[config.mk]
export PLATFORM = sky130hd
export DESIGN_NAME = qspi_xfer_top
export DESIGN_NICKNAME = d
export VERILOG_FILES = /design/src/qspi_xfer_pkg.sv /design/src/qspi_xfer_top.sv /design/src/qspi_in_sync.sv /design/src/qspi_half_tick.sv
export SDC_FILE = /design/constraint.sdc
export NUM_CORES = 1
export LEC_CHECK = 0
export ABC_AREA = 1
export BUFFER_PORTS_ARGS = -buffer_cell sky130_fd_sc_hd__buf_2
export CAP_MARGIN = 5
export CORE_ASPECT_RATIO = 1.4
export CORE_UTILIZATION = 43
export DETAILED_ROUTE_END_ITERATION = 8
export GPL_ROUTABILITY_DRIVEN = 0
export PLACE_DENSITY = 0.65
export SKIP_CTS_REPAIR_TIMING = 1
export SLEW_MARGIN = 40
export SYNTH_ARGS = -nofsm -noshare
export SYNTH_HDL_FRONTEND = slang
export SYNTH_HIERARCHICAL = 1
export SYNTH_SLANG_ARGS = --single-unit
[constraint.sdc]
create_clock -name core_clk -period 10 [get_ports core_clk]
set_input_delay 0.5 -clock core_clk [delete_from_list [all_inputs] [get_ports core_clk]]
set_output_delay 0.5 -clock core_clk [all_outputs]
set_load 0.01 [all_outputs]
[src/qspi_xfer_pkg.sv]
// Constants shared by the register-driven serial transfer engine.
// Assumes byte addressing on the register bus with one 32-bit word per register.
package qspi_xfer_pkg;

  // Register byte offsets
  localparam logic [4:0] OFS_CTRL     = 5'h00;
  localparam logic [4:0] OFS_MODE     = 5'h04;
  localparam logic [4:0] OFS_TXD      = 5'h08;
  localparam logic [4:0] OFS_RXD      = 5'h0C;
  localparam logic [4:0] OFS_IRQ_FLAG = 5'h10;
  localparam logic [4:0] OFS_IRQ_EN   = 5'h14;
  localparam logic [4:0] OFS_DMA_EN   = 5'h18;

  // Control fields
  localparam int CTRL_DIR_BIT = 0;
  localparam int CTRL_MSS_BIT = 1;

  // Mode fields
  localparam int MODE_LM_LSB  = 0;
  localparam int MODE_BCC_LSB = 4;

  // Flag and enable bit positions, shared by flag and enable registers
  localparam int FLG_TX_EMPTY = 0;
  localparam int FLG_TX_END   = 1;
  localparam int FLG_RX_FULL  = 2;
  localparam int FLG_OVERRUN  = 3;
  localparam int FLG_COUNT    = 4;

  // DMA enable bits
  localparam int DMA_TX_BIT = 0;
  localparam int DMA_RX_BIT = 1;

  // Line modes
  localparam logic [1:0] LM_SINGLE = 2'h0;
  localparam logic [1:0] LM_DUAL   = 2'h1;
  localparam logic [1:0] LM_QUAD   = 2'h2;

  // Lanes per line mode
  localparam logic [2:0] LANES_1 = 3'h1;
  localparam logic [2:0] LANES_2 = 3'h2;
  localparam logic [2:0] LANES_4 = 3'h4;

  // Reset values
  localparam logic       RST_TX_EMPTY = 1'b1;
  localparam logic [3:0] RST_BCC      = 4'h7;

  // Defaults
  localparam int DATA_W_DEF   = 16;
  localparam int HALF_DIV_DEF = 4;

  typedef enum logic [1:0] {
    ST_IDLE  = 2'b01,
    ST_SHIFT = 2'b10
  } eng_state_t;

endpackage : qspi_xfer_pkg

[src/qspi_xfer_top.sv]
// Register-driven master transfer engine for one, two or four data lines.
// Assumes an Avalon-MM master and an external slave sampled in SPI mode 0.
//
// The implementer's own choices: the address map and the Avalon-MM slave port.
`timescale 1ns/100ps
module qspi_xfer_top #(
  parameter int DATA_W   = qspi_xfer_pkg::DATA_W_DEF,
  parameter int HALF_DIV = qspi_xfer_pkg::HALF_DIV_DEF
) (
  // Clock and reset
  input  wire logic        core_clk,
  input  wire logic        rst_n,
  input  wire logic        ce,
  // Avalon-MM slave
  input  wire logic [4:0]  avs_address,
  input  wire logic        avs_read,
  input  wire logic        avs_write,
  input  wire logic [31:0] avs_writedata,
  input  wire logic [3:0]  avs_byteenable,
  output logic      [31:0] avs_readdata,
  output logic             avs_waitrequest,
  // Events
  output logic             irq,
  output logic             dma_tx_req,
  output logic             dma_rx_req,
  // Serial pins
  output logic             serial_clock_out,
  output logic             slave_select_n,
  output logic      [3:0]  serial_data_lines_out,
  output logic      [3:0]  serial_data_lines_oe,
  input  wire logic [3:0]  serial_data_lines_in
);
  typedef struct packed {
    qspi_xfer_pkg::eng_state_t st;
    logic                      dir;
    logic                      mss;
    logic [1:0]                lmode;
    logic [3:0]                bcc;
    logic [3:0]                flags;
    logic [3:0]                irq_en;
    logic                      dma_tx_en;
    logic                      dma_rx_en;
    logic [DATA_W-1:0]         txd;
    logic [DATA_W-1:0]         rxd;
    logic [DATA_W-1:0]         tx_sh;
    logic [DATA_W-1:0]         rx_sh;
    logic [4:0]                clk_left;
    logic [4:0]                rises;
    logic                      sclk;
    logic                      rd_valid;
    logic [31:0]               rdata;
    logic                      dma_tx;
    logic                      dma_rx;
  } eng_t;

  eng_t s_ff;
  eng_t nxt_s;

  logic              tick;
  logic [3:0]        din;
  logic [31:0]       wmask;
  logic              wr_acc;
  logic              rd_acc;
  logic [4:0]        clocks;
  logic [2:0]        lanes;
  logic [6:0]        nbits;
  logic [6:0]        pad;
  logic              rise_ev;
  logic              fall_ev;
  logic              word_done;
  logic              capture;
  logic              te_set;
  logic              tx_wr;
  logic [DATA_W-1:0] txd_merged;

  qspi_in_sync #(
    .W (4)
  ) u_sync (
    .core_clk (core_clk),
    .rst_n    (rst_n),
    .ce       (ce),
    .din      (serial_data_lines_in),
    .dout     (din)
  );

  qspi_half_tick #(
    .DIV (HALF_DIV)
  ) u_tick (
    .core_clk (core_clk),
    .rst_n    (rst_n),
    .ce       (ce),
    .run      (s_ff.st == qspi_xfer_pkg::ST_SHIFT),
    .tick     (tick)
  );

  // Bus handshake: writes take effect at once, reads answer one cycle later
  assign avs_waitrequest = avs_read && !s_ff.rd_valid;
  assign wr_acc          = avs_write;
  assign rd_acc          = avs_read && s_ff.rd_valid;
  assign avs_readdata    = s_ff.rdata;

  always_comb begin
    for (int i = 0; i < 4; i++) begin
      wmask[8*i +: 8] = {8{avs_byteenable[i]}};
    end
  end

  // Word geometry
  always_comb begin
    case (s_ff.lmode)
      qspi_xfer_pkg::LM_DUAL: lanes = qspi_xfer_pkg::LANES_2;
      qspi_xfer_pkg::LM_QUAD: lanes = qspi_xfer_pkg::LANES_4;
      default:                lanes = qspi_xfer_pkg::LANES_1;
    endcase
    clocks = {1'b0, s_ff.bcc} + 5'h01;
    nbits  = 7'(clocks) * 7'(lanes);
    pad    = (nbits >= 7'(DATA_W)) ? 7'h00 : 7'(DATA_W) - nbits;
  end

  assign rise_ev   = (s_ff.st == qspi_xfer_pkg::ST_SHIFT) && tick && !s_ff.sclk;
  assign fall_ev   = (s_ff.st == qspi_xfer_pkg::ST_SHIFT) && tick && s_ff.sclk;
  assign word_done = fall_ev && (s_ff.clk_left == 5'h01);
  assign capture   = (s_ff.lmode == qspi_xfer_pkg::LM_SINGLE) || s_ff.dir;
  assign tx_wr     = wr_acc && (avs_address == qspi_xfer_pkg::OFS_TXD);
  assign txd_merged = DATA_W'((32'(s_ff.txd) & ~wmask) | (avs_writedata & wmask));

  always_comb begin
    nxt_s          = s_ff;
    nxt_s.dma_tx   = 1'b0;
    nxt_s.dma_rx   = 1'b0;
    nxt_s.rd_valid = avs_read && !s_ff.rd_valid;
    te_set         = 1'b0;

    // Read data captured in the waiting cycle
    if (avs_read && !s_ff.rd_valid) begin
      case (avs_address)
        qspi_xfer_pkg::OFS_CTRL: begin
          nxt_s.rdata = '0;
          nxt_s.rdata[qspi_xfer_pkg::CTRL_DIR_BIT] = s_ff.dir;
          nxt_s.rdata[qspi_xfer_pkg::CTRL_MSS_BIT] = s_ff.mss;
        end
        qspi_xfer_pkg::OFS_MODE: begin
          nxt_s.rdata = '0;
          nxt_s.rdata[qspi_xfer_pkg::MODE_LM_LSB +: 2]  = s_ff.lmode;
          nxt_s.rdata[qspi_xfer_pkg::MODE_BCC_LSB +: 4] = s_ff.bcc;
        end
        qspi_xfer_pkg::OFS_TXD:      nxt_s.rdata = 32'(s_ff.txd);
        qspi_xfer_pkg::OFS_RXD:      nxt_s.rdata = 32'(s_ff.rxd);
        qspi_xfer_pkg::OFS_IRQ_FLAG: nxt_s.rdata = 32'(s_ff.flags);
        qspi_xfer_pkg::OFS_IRQ_EN:   nxt_s.rdata = 32'(s_ff.irq_en);
        qspi_xfer_pkg::OFS_DMA_EN: begin
          nxt_s.rdata = '0;
          nxt_s.rdata[qspi_xfer_pkg::DMA_TX_BIT] = s_ff.dma_tx_en;
          nxt_s.rdata[qspi_xfer_pkg::DMA_RX_BIT] = s_ff.dma_rx_en;
        end
        default: nxt_s.rdata = '0;
      endcase
    end

    // Reading receive data clears receive-full
    if (rd_acc && (avs_address == qspi_xfer_pkg::OFS_RXD)) begin
      nxt_s.flags[qspi_xfer_pkg::FLG_RX_FULL] = 1'b0;
    end

    // Register writes
    if (wr_acc) begin
      case (avs_address)
        qspi_xfer_pkg::OFS_CTRL: begin
          if (avs_byteenable[0]) begin
            nxt_s.dir = avs_writedata[qspi_xfer_pkg::CTRL_DIR_BIT];
            nxt_s.mss = avs_writedata[qspi_xfer_pkg::CTRL_MSS_BIT];
          end
        end
        qspi_xfer_pkg::OFS_MODE: begin
          if (avs_byteenable[0]) begin
            nxt_s.lmode = avs_writedata[qspi_xfer_pkg::MODE_LM_LSB +: 2];
            nxt_s.bcc   = avs_writedata[qspi_xfer_pkg::MODE_BCC_LSB +: 4];
          end
        end
        qspi_xfer_pkg::OFS_IRQ_FLAG: begin
          // Transmit-empty is status only and ignores the clear
          for (int i = qspi_xfer_pkg::FLG_TX_END; i < qspi_xfer_pkg::FLG_COUNT; i++) begin
            if (avs_writedata[i] && avs_byteenable[0]) begin
              nxt_s.flags[i] = 1'b0;
            end
          end
        end
        qspi_xfer_pkg::OFS_IRQ_EN: begin
          if (avs_byteenable[0]) begin
            nxt_s.irq_en = avs_writedata[3:0];
          end
        end
        qspi_xfer_pkg::OFS_DMA_EN: begin
          if (avs_byteenable[0]) begin
            nxt_s.dma_tx_en = avs_writedata[qspi_xfer_pkg::DMA_TX_BIT];
            nxt_s.dma_rx_en = avs_writedata[qspi_xfer_pkg::DMA_RX_BIT];
          end
        end
        default: begin
        end
      endcase
    end

    // Serial engine
    case (s_ff.st)
      qspi_xfer_pkg::ST_IDLE: begin
        nxt_s.sclk = 1'b0;
        if (!s_ff.flags[qspi_xfer_pkg::FLG_TX_EMPTY]) begin
          nxt_s.st       = qspi_xfer_pkg::ST_SHIFT;
          nxt_s.tx_sh    = s_ff.txd << pad;
          nxt_s.rx_sh    = '0;
          nxt_s.clk_left = clocks;
          nxt_s.rises    = '0;
          te_set         = 1'b1;
        end
      end
      qspi_xfer_pkg::ST_SHIFT: begin
        if (rise_ev) begin
          nxt_s.sclk  = 1'b1;
          nxt_s.rises = s_ff.rises + 5'h01;
          case (s_ff.lmode)
            qspi_xfer_pkg::LM_DUAL: nxt_s.rx_sh = {s_ff.rx_sh[DATA_W-3:0], din[1:0]};
            qspi_xfer_pkg::LM_QUAD: nxt_s.rx_sh = {s_ff.rx_sh[DATA_W-5:0], din[3:0]};
            default:                nxt_s.rx_sh = {s_ff.rx_sh[DATA_W-2:0], din[1]};
          endcase
        end
        if (fall_ev) begin
          nxt_s.sclk     = 1'b0;
          nxt_s.tx_sh    = s_ff.tx_sh << lanes;
          nxt_s.clk_left = s_ff.clk_left - 5'h01;
        end
        if (word_done) begin
          if (capture) begin
            nxt_s.rxd = s_ff.rx_sh;
            nxt_s.flags[qspi_xfer_pkg::FLG_RX_FULL] = 1'b1;
            nxt_s.dma_rx = s_ff.dma_rx_en;
            if (s_ff.flags[qspi_xfer_pkg::FLG_RX_FULL]) begin
              nxt_s.flags[qspi_xfer_pkg::FLG_OVERRUN] = 1'b1;
            end
          end
          if (!s_ff.flags[qspi_xfer_pkg::FLG_TX_EMPTY]) begin
            // Pending word continues without a clock gap
            nxt_s.tx_sh    = s_ff.txd << pad;
            nxt_s.rx_sh    = '0;
            nxt_s.clk_left = clocks;
            nxt_s.rises    = '0;
            te_set         = 1'b1;
          end else begin
            nxt_s.st = qspi_xfer_pkg::ST_IDLE;
            nxt_s.flags[qspi_xfer_pkg::FLG_TX_END] = 1'b1;
          end
        end
      end
      default: nxt_s.st = qspi_xfer_pkg::ST_IDLE;
    endcase

    if (te_set) begin
      nxt_s.flags[qspi_xfer_pkg::FLG_TX_EMPTY] = 1'b1;
    end
    // New data written in the load cycle keeps the buffer occupied
    if (tx_wr) begin
      nxt_s.txd = txd_merged;
      nxt_s.flags[qspi_xfer_pkg::FLG_TX_EMPTY] = 1'b0;
    end
    nxt_s.dma_tx = te_set && !tx_wr && s_ff.dma_tx_en;
  end

  always_ff @(posedge core_clk or negedge rst_n) begin
    if (!rst_n) begin
      s_ff       <= '0;
      s_ff.st    <= qspi_xfer_pkg::ST_IDLE;
      s_ff.bcc   <= qspi_xfer_pkg::RST_BCC;
      s_ff.flags <= {3'h0, qspi_xfer_pkg::RST_TX_EMPTY};
    end else if (ce) begin
      s_ff <= nxt_s;
    end
  end

  // Outputs
  assign irq              = |(s_ff.flags & s_ff.irq_en);
  assign dma_tx_req       = s_ff.dma_tx;
  assign dma_rx_req       = s_ff.dma_rx;
  assign serial_clock_out = s_ff.sclk;
  assign slave_select_n   = !s_ff.mss;

  always_comb begin
    serial_data_lines_out = '0;
    serial_data_lines_oe  = '0;
    if (s_ff.st == qspi_xfer_pkg::ST_SHIFT) begin
      case (s_ff.lmode)
        qspi_xfer_pkg::LM_DUAL: begin
          serial_data_lines_out[1:0] = s_ff.tx_sh[DATA_W-1:DATA_W-2];
          serial_data_lines_oe[1:0]  = {2{!s_ff.dir}};
        end
        qspi_xfer_pkg::LM_QUAD: begin
          serial_data_lines_out = s_ff.tx_sh[DATA_W-1:DATA_W-4];
          serial_data_lines_oe  = {4{!s_ff.dir}};
        end
        default: begin
          serial_data_lines_out[0] = s_ff.tx_sh[DATA_W-1];
          serial_data_lines_oe[0]  = 1'b1;
        end
      endcase
    end
  end

  // Checks
  property p_load;
    @(posedge core_clk) disable iff (!rst_n)
      (ce && s_ff.st == qspi_xfer_pkg::ST_IDLE && !s_ff.flags[qspi_xfer_pkg::FLG_TX_EMPTY] && !tx_wr) |=>
        (s_ff.flags[qspi_xfer_pkg::FLG_TX_EMPTY] && s_ff.st == qspi_xfer_pkg::ST_SHIFT);
  endproperty
  a_load: assert property (p_load) else $error("transmit word not moved to shifter");

  property p_te_irq;
    @(posedge core_clk) disable iff (!rst_n)
      (s_ff.flags[qspi_xfer_pkg::FLG_TX_EMPTY] && s_ff.irq_en[qspi_xfer_pkg::FLG_TX_EMPTY]) |-> irq;
  endproperty
  a_te_irq: assert property (p_te_irq) else $error("transmit-empty interrupt missing");

  property p_clocks;
    @(posedge core_clk) disable iff (!rst_n)
      (ce && word_done) |-> (s_ff.rises == clocks);
  endproperty
  a_clocks: assert property (p_clocks) else $error("wrong serial clock count per word");

  property p_end;
    @(posedge core_clk) disable iff (!rst_n)
      (ce && word_done && s_ff.flags[qspi_xfer_pkg::FLG_TX_EMPTY]) |=>
        (s_ff.flags[qspi_xfer_pkg::FLG_TX_END] && !s_ff.sclk && s_ff.st == qspi_xfer_pkg::ST_IDLE);
  endproperty
  a_end: assert property (p_end) else $error("clock did not stop at transmit end");

  property p_dma_tx;
    @(posedge core_clk) disable iff (!rst_n)
      ($rose(s_ff.flags[qspi_xfer_pkg::FLG_TX_EMPTY]) && $past(s_ff.dma_tx_en) && $past(ce)) |->
        dma_tx_req ##1 (!dma_tx_req || !ce);
  endproperty
  a_dma_tx: assert property (p_dma_tx) else $error("transmit DMA request not one pulse");

  property p_rx_quiet;
    @(posedge core_clk) disable iff (!rst_n)
      (lanes != qspi_xfer_pkg::LANES_1 && s_ff.dir) |-> (serial_data_lines_oe == 4'h0);
  endproperty
  a_rx_quiet: assert property (p_rx_quiet) else $error("data driven during receive");

  property p_single;
    @(posedge core_clk) disable iff (!rst_n)
      (s_ff.st == qspi_xfer_pkg::ST_SHIFT && s_ff.lmode == qspi_xfer_pkg::LM_SINGLE) |->
        (serial_data_lines_oe == 4'h1);
  endproperty
  a_single: assert property (p_single) else $error("single mode lines wrong");

  property p_dual;
    @(posedge core_clk) disable iff (!rst_n)
      (s_ff.lmode == qspi_xfer_pkg::LM_DUAL) |-> (serial_data_lines_oe[3:2] == 2'h0);
  endproperty
  a_dual: assert property (p_dual) else $error("upper lines driven in dual mode");

  property p_rx_full;
    @(posedge core_clk) disable iff (!rst_n)
      (ce && word_done && capture) |=> (s_ff.flags[qspi_xfer_pkg::FLG_RX_FULL] && s_ff.rxd == $past(s_ff.rx_sh));
  endproperty
  a_rx_full: assert property (p_rx_full) else $error("received word not buffered");

  property p_overrun;
    @(posedge core_clk) disable iff (!rst_n)
      (ce && word_done && capture && s_ff.flags[qspi_xfer_pkg::FLG_RX_FULL]) |=> s_ff.flags[qspi_xfer_pkg::FLG_OVERRUN];
  endproperty
  a_overrun: assert property (p_overrun) else $error("overrun not flagged");

  property p_rd_clear;
    @(posedge core_clk) disable iff (!rst_n)
      (ce && rd_acc && avs_address == qspi_xfer_pkg::OFS_RXD && !word_done) |=>
        !s_ff.flags[qspi_xfer_pkg::FLG_RX_FULL];
  endproperty
  a_rd_clear: assert property (p_rd_clear) else $error("receive-full not cleared by read");

endmodule : qspi_xfer_top

[src/qspi_in_sync.sv]
// Three-stage synchroniser for serial data pins.
// Assumes inputs are asynchronous to core_clk; output moves when stages two and three agree.
`timescale 1ns/100ps
module qspi_in_sync #(
  parameter int W = 4
) (
  // Clock and reset
  input  wire logic         core_clk,
  input  wire logic         rst_n,
  input  wire logic         ce,
  // Data
  input  wire logic [W-1:0] din,
  output logic      [W-1:0] dout
);
  typedef struct packed {
    logic [W-1:0] s1;
    logic [W-1:0] s2;
    logic [W-1:0] s3;
    logic [W-1:0] q;
  } sync_state_t;

  sync_state_t s_ff;
  sync_state_t nxt_s;

  // Agreement passes straight through so the sampler sees it without an extra stage
  always_comb begin
    for (int i = 0; i < W; i++) begin
      dout[i] = (s_ff.s2[i] == s_ff.s3[i]) ? s_ff.s3[i] : s_ff.q[i];
    end
  end

  always_comb begin
    nxt_s    = s_ff;
    nxt_s.s1 = din;
    nxt_s.s2 = s_ff.s1;
    nxt_s.s3 = s_ff.s2;
    nxt_s.q  = dout;
  end

  always_ff @(posedge core_clk or negedge rst_n) begin
    if (!rst_n) begin
      s_ff <= '0;
    end else if (ce) begin
      s_ff <= nxt_s;
    end
  end

endmodule : qspi_in_sync

[src/qspi_half_tick.sv]
// Half-period tick generator for the serial clock.
// Assumes run drops between words only when the engine goes idle.
`timescale 1ns/100ps
module qspi_half_tick #(
  parameter int DIV = qspi_xfer_pkg::HALF_DIV_DEF
) (
  // Clock and reset
  input  wire logic core_clk,
  input  wire logic rst_n,
  input  wire logic ce,
  // Control
  input  wire logic run,
  output logic      tick
);
  typedef struct packed {
    logic [7:0] cnt;
  } tick_state_t;

  localparam logic [7:0] LAST = 8'(DIV - 1);

  tick_state_t s_ff;
  tick_state_t nxt_s;

  assign tick = run && (s_ff.cnt == LAST);

  always_comb begin
    nxt_s = s_ff;
    if (!run || tick) begin
      nxt_s.cnt = '0;
    end else begin
      nxt_s.cnt = s_ff.cnt + 8'h01;
    end
  end

  always_ff @(posedge core_clk or negedge rst_n) begin
    if (!rst_n) begin
      s_ff <= '0;
    end else if (ce) begin
      s_ff <= nxt_s;
    end
  end

endmodule : qspi_half_tick

==> results by stage <==
Global route:
- The global routing usage on met3 is 0.0318.
- The overall global routing resource usage is 0.230.
- The initial antenna violation count is 0.
- In this run the most used layer during global routing was met2.
- The via count of the first global-routing pass is 7,482.
- Entering global routing, the biggest net connects 79 pins.
- The first global-routing pass estimated 37,200 µm of wire.
- Global routing finished with a remaining overflow of 0.
- For met1 alone, demand over resource in global routing was 0.292.
- The met2 capacity usage during global routing is 0.382.

Route:
- The detail route stage leaves a number of antenna-violating nets equal to 0.
- The routed layout has 8,047 vias.
- The routed wire length is 22,700 µm.
- The total DRC errors in the routed layout is 0.
- The mean routed wirelength per cell is 15.1 µm.
- The initial detailed-routing violation count is 506.
- The via density per instance is 5.38.
- The pre-antenna-repair detailed-routing pass consisted of 8 iterations.

Clock network:
- Counting along the longest clock path gives a buffer depth of 2.
- The clock tree synthesis step divided the H-tree into 4 levels.
- TritonCTS built the clock tree.
- The worst-skew pair later-pin latency is 0.43 ns.
- Clock tree synthesis selected as its root buffer the cell sky130_fd_sc_hd__clkbuf_16.
- The number of clock sinks seen by CTS is 133.
- Clock-pin slew was measured on the worst setup and hold paths at 0.07 ns.
- The number of CTS-inserted buffers is 17.

Job:
- Across the run, the number of max-cap violations was 0.

STA:
- The slack of the critical path is 4.83 ns.
- The transition at the pin with the smallest max-transition slack is 0.726 ns.
- Adding up every negative setup slack in the final design gives 0 ns.
- For this run, the top clock speed supported by timing is 193 MHz.
- The routed design could run at a clock period as short as 5.17 ns.
- The max-slew violation count came to 0.
- The largest clock skew in the final design is 0.0106 ns.
- Dividing the final minimum period by the clock period gives 0.517.
- The max-slew headroom at the worst pin is 0.512.
- Setup repair after global routing left no endpoint under its margin.
- The number of hold violations in the final report is 0.
- Setup violations remaining at the end of the flow were counted as 0.

Synth:
- The main flop type after synthesis is sky130_fd_sc_hd__dfrtp_1.
- Synthesis produced 1,217 cells.
- Yosys printed 6 warnings.
- The cell area after synthesis is 8680 µm².
- Of all flip-flops after synthesis, the portion carrying an async set or reset was 1.00.
- In this run, synthesis produced a sequential element count of 133.
- The number of enable flip-flop cells after synthesis is 0.
- For this run, the register share of the synthesized area comes to 0.384.
- The average size of a mapped cell is 7.13 µm².
- The unique cell type count in the Yosys netlist is 49.

Layout:
- The post-layout net count is 1,303.
- The commonest non-fill, non-tap cell in the layout is sky130_fd_sc_hd__nand2_1.
- The finished layout cell area is 9520 µm².
- Leaving out fill and tap cells, the most frequent cells in the layout are sky130_fd_sc_hd__nand2_1, sky130_fd_sc_hd__inv_1, sky130_fd_sc_hd__o21ai_0.
- Compared with the post-synthesis result, the final layout area differs by 9.73%.
- The number of diodes is 0.
- Of the cells placed in the final design, the portion with a size suffix greater than 1 is 0.113.

Power:
- The share of total power dissipated in combinational logic is 0.246.
- The worst vdd rail ir drop is 0.109 mV.
- The share of total power dissipated in the clock network is 0.385.
- Internal power comes to 1070 µW.
- The power spent charging and discharging nets is 591 µW.
- The register share of total power is 0.370.
- Of the total power, the share spent switching nets is 0.356.
- The leakage power of the design is 0.00466 µW.
- The cell area power density is 174 nW/µm².

Critical path:
- The source of the worst register-to-register timing path is s_ff[124].
- The critical path start-end classification is reg2reg.
- The logic depth of the worst register-to-register path is 22.
- The register-to-register setup slack is 4.83 ns.
- The kind of cell with the highest combined delay along the critical path is simple AND/OR/NAND/NOR gates.
- The standard cell with the maximum stage delay on the critical path is sky130_fd_sc_hd__nand3_1.
- STA classifies the critical path endpoint as a flop.
- The signal arrival time at the worst endpoint is 5.46 ns.
- The signal on the critical path passes through inv_1 > ha_1 > buf_4 > inv_2 > nand2_1 > fa_1 > inv_1 > ha_1 > inv_1 > fa_1 > xnor2_1 > inv_1 > o21ai_0 > nand3_1 > nand3_1 > nand3_1 > nand2_1 > nand2_1 > nand3_1 > nand2_1 > nand2_1 > o21ai_0.
- The required time of the critical path is 10.29 ns.
- The endpoint of the lowest-slack register-to-register path is s_ff[69].
- The sum of buffers and inverters on the critical path is 6.
- STA classifies the critical path startpoint as a flop.
- The delay of the slowest cell on the worst path is 0.58 ns.
- The most numerous cell on the critical path is sky130_fd_sc_hd__nand2_1.
- The biggest fanout along the worst timing path is 51.

Placed design:
- Port buffering added 61 buffers.
- The instance area at placement is 8920 µm².
- Once detailed placement completed, the half-perimeter wirelength came to 16,400 µm.
- The worst slack at placement is 4.91 ns.

Die:
- For this configuration, the core starts out at a cell density of 0.437.
- The height of the die is 170 µm.
- The region available for standard cell placement spans 19,800 µm².
- The die area is 20,800 µm².
- Pin placement for this block handled 96 I/O pins.
- The die width is 122 µm.
- The number of standard-cell rows in the floorplan is 61.

Status:
- The run finished with clean final reports.

Worst hold path:
- The worst min-delay path class is in2async.
-- final cells by class --
cell class / instances / area, µm²
clock buffers: 18 / 439
clock inverters: 14 / 156
fillers: 2000 / 10300
inverters: 158 / 594
multi-input cells: 853 / 4310
flip-flops and latches: 133 / 3330
well taps: 252 / 315
repair buffers: 69 / 375
-- worst max path at each step --
stage,startpoint,to,cells past startpoint
2_1_floorplan,s_ff[124],s_ff[68],25
3_3_place_gp,s_ff[124],s_ff[69],22
3_5_place_dp,s_ff[124],s_ff[69],22
5_1_grt,s_ff[124],s_ff[68],24
6_report,s_ff[124],s_ff[69],22
4_1_cts,s_ff[124],s_ff[69],22
-- through the flow --
stage	total power [µW]	util	cells	hold WS, ns
2_1_floorplan	943	-	1232	0.204
3_3_place_gp	1020	0.449	1465	0.457
3_5_place_dp	1030	0.450	1465	0.459
4_1_cts	1670	0.480	1497	0.0521
5_1_grt	1750	0.480	1497	0.0775
6_report	1660	0.480	1497	0.0227
-- metal layers --
| metal | up-vias | part of all wire |
|---|---|---|
| met3 | 46 | 0.046 |
| met1 | 3779 | 0.43 |
| met4 | 0 | 0.032 |
| li1 | 3980 | - |
| met5 | - | 0 |
| met2 | 242 | 0.49 |
-- cell families after synthesis --
kind of cell	synth area share
xor+xnor	0.00707
mux	0.00231
flops	0.384
other cells	0.000432
simple gates	0.265
buf+inv	0.128
compound gates	0.179
fa+ha+maj	0.0337
-- cells in the mapped netlist, drive strengths merged (5+ instances only) --
cell type    n  area (µm²)
nand2      354        1380
inv        156         586
o21ai      144         721
dfrtp      128        3200
nand3       93         475
nor2        68         304
a21oi       61         305
buf         55         394
clkbuf      33         124
ha          17         213
a311oi      15         131
nand4       13        81.3
a221oi       7        61.3
o211ai       7        52.6
o221ai       7        61.3
a31oi        6        37.5
nor3         6        35.0
dfstp        5         131
o22ai        5        31.3
xor2         5        43.8
-- power groups by stage --
stage | registers [µW] | clock network, µW | logic, µW
6_report | 613 | 638 | 408
5_1_grt | 618 | 670 | 465
4_1_cts | 613 | 649 | 406
3_5_place_dp | 622 | 0 | 405
3_3_place_gp | 621 | 0 | 401
2_1_floorplan | 612 | 0 | 331
Power figures use the tool's default switching activity.
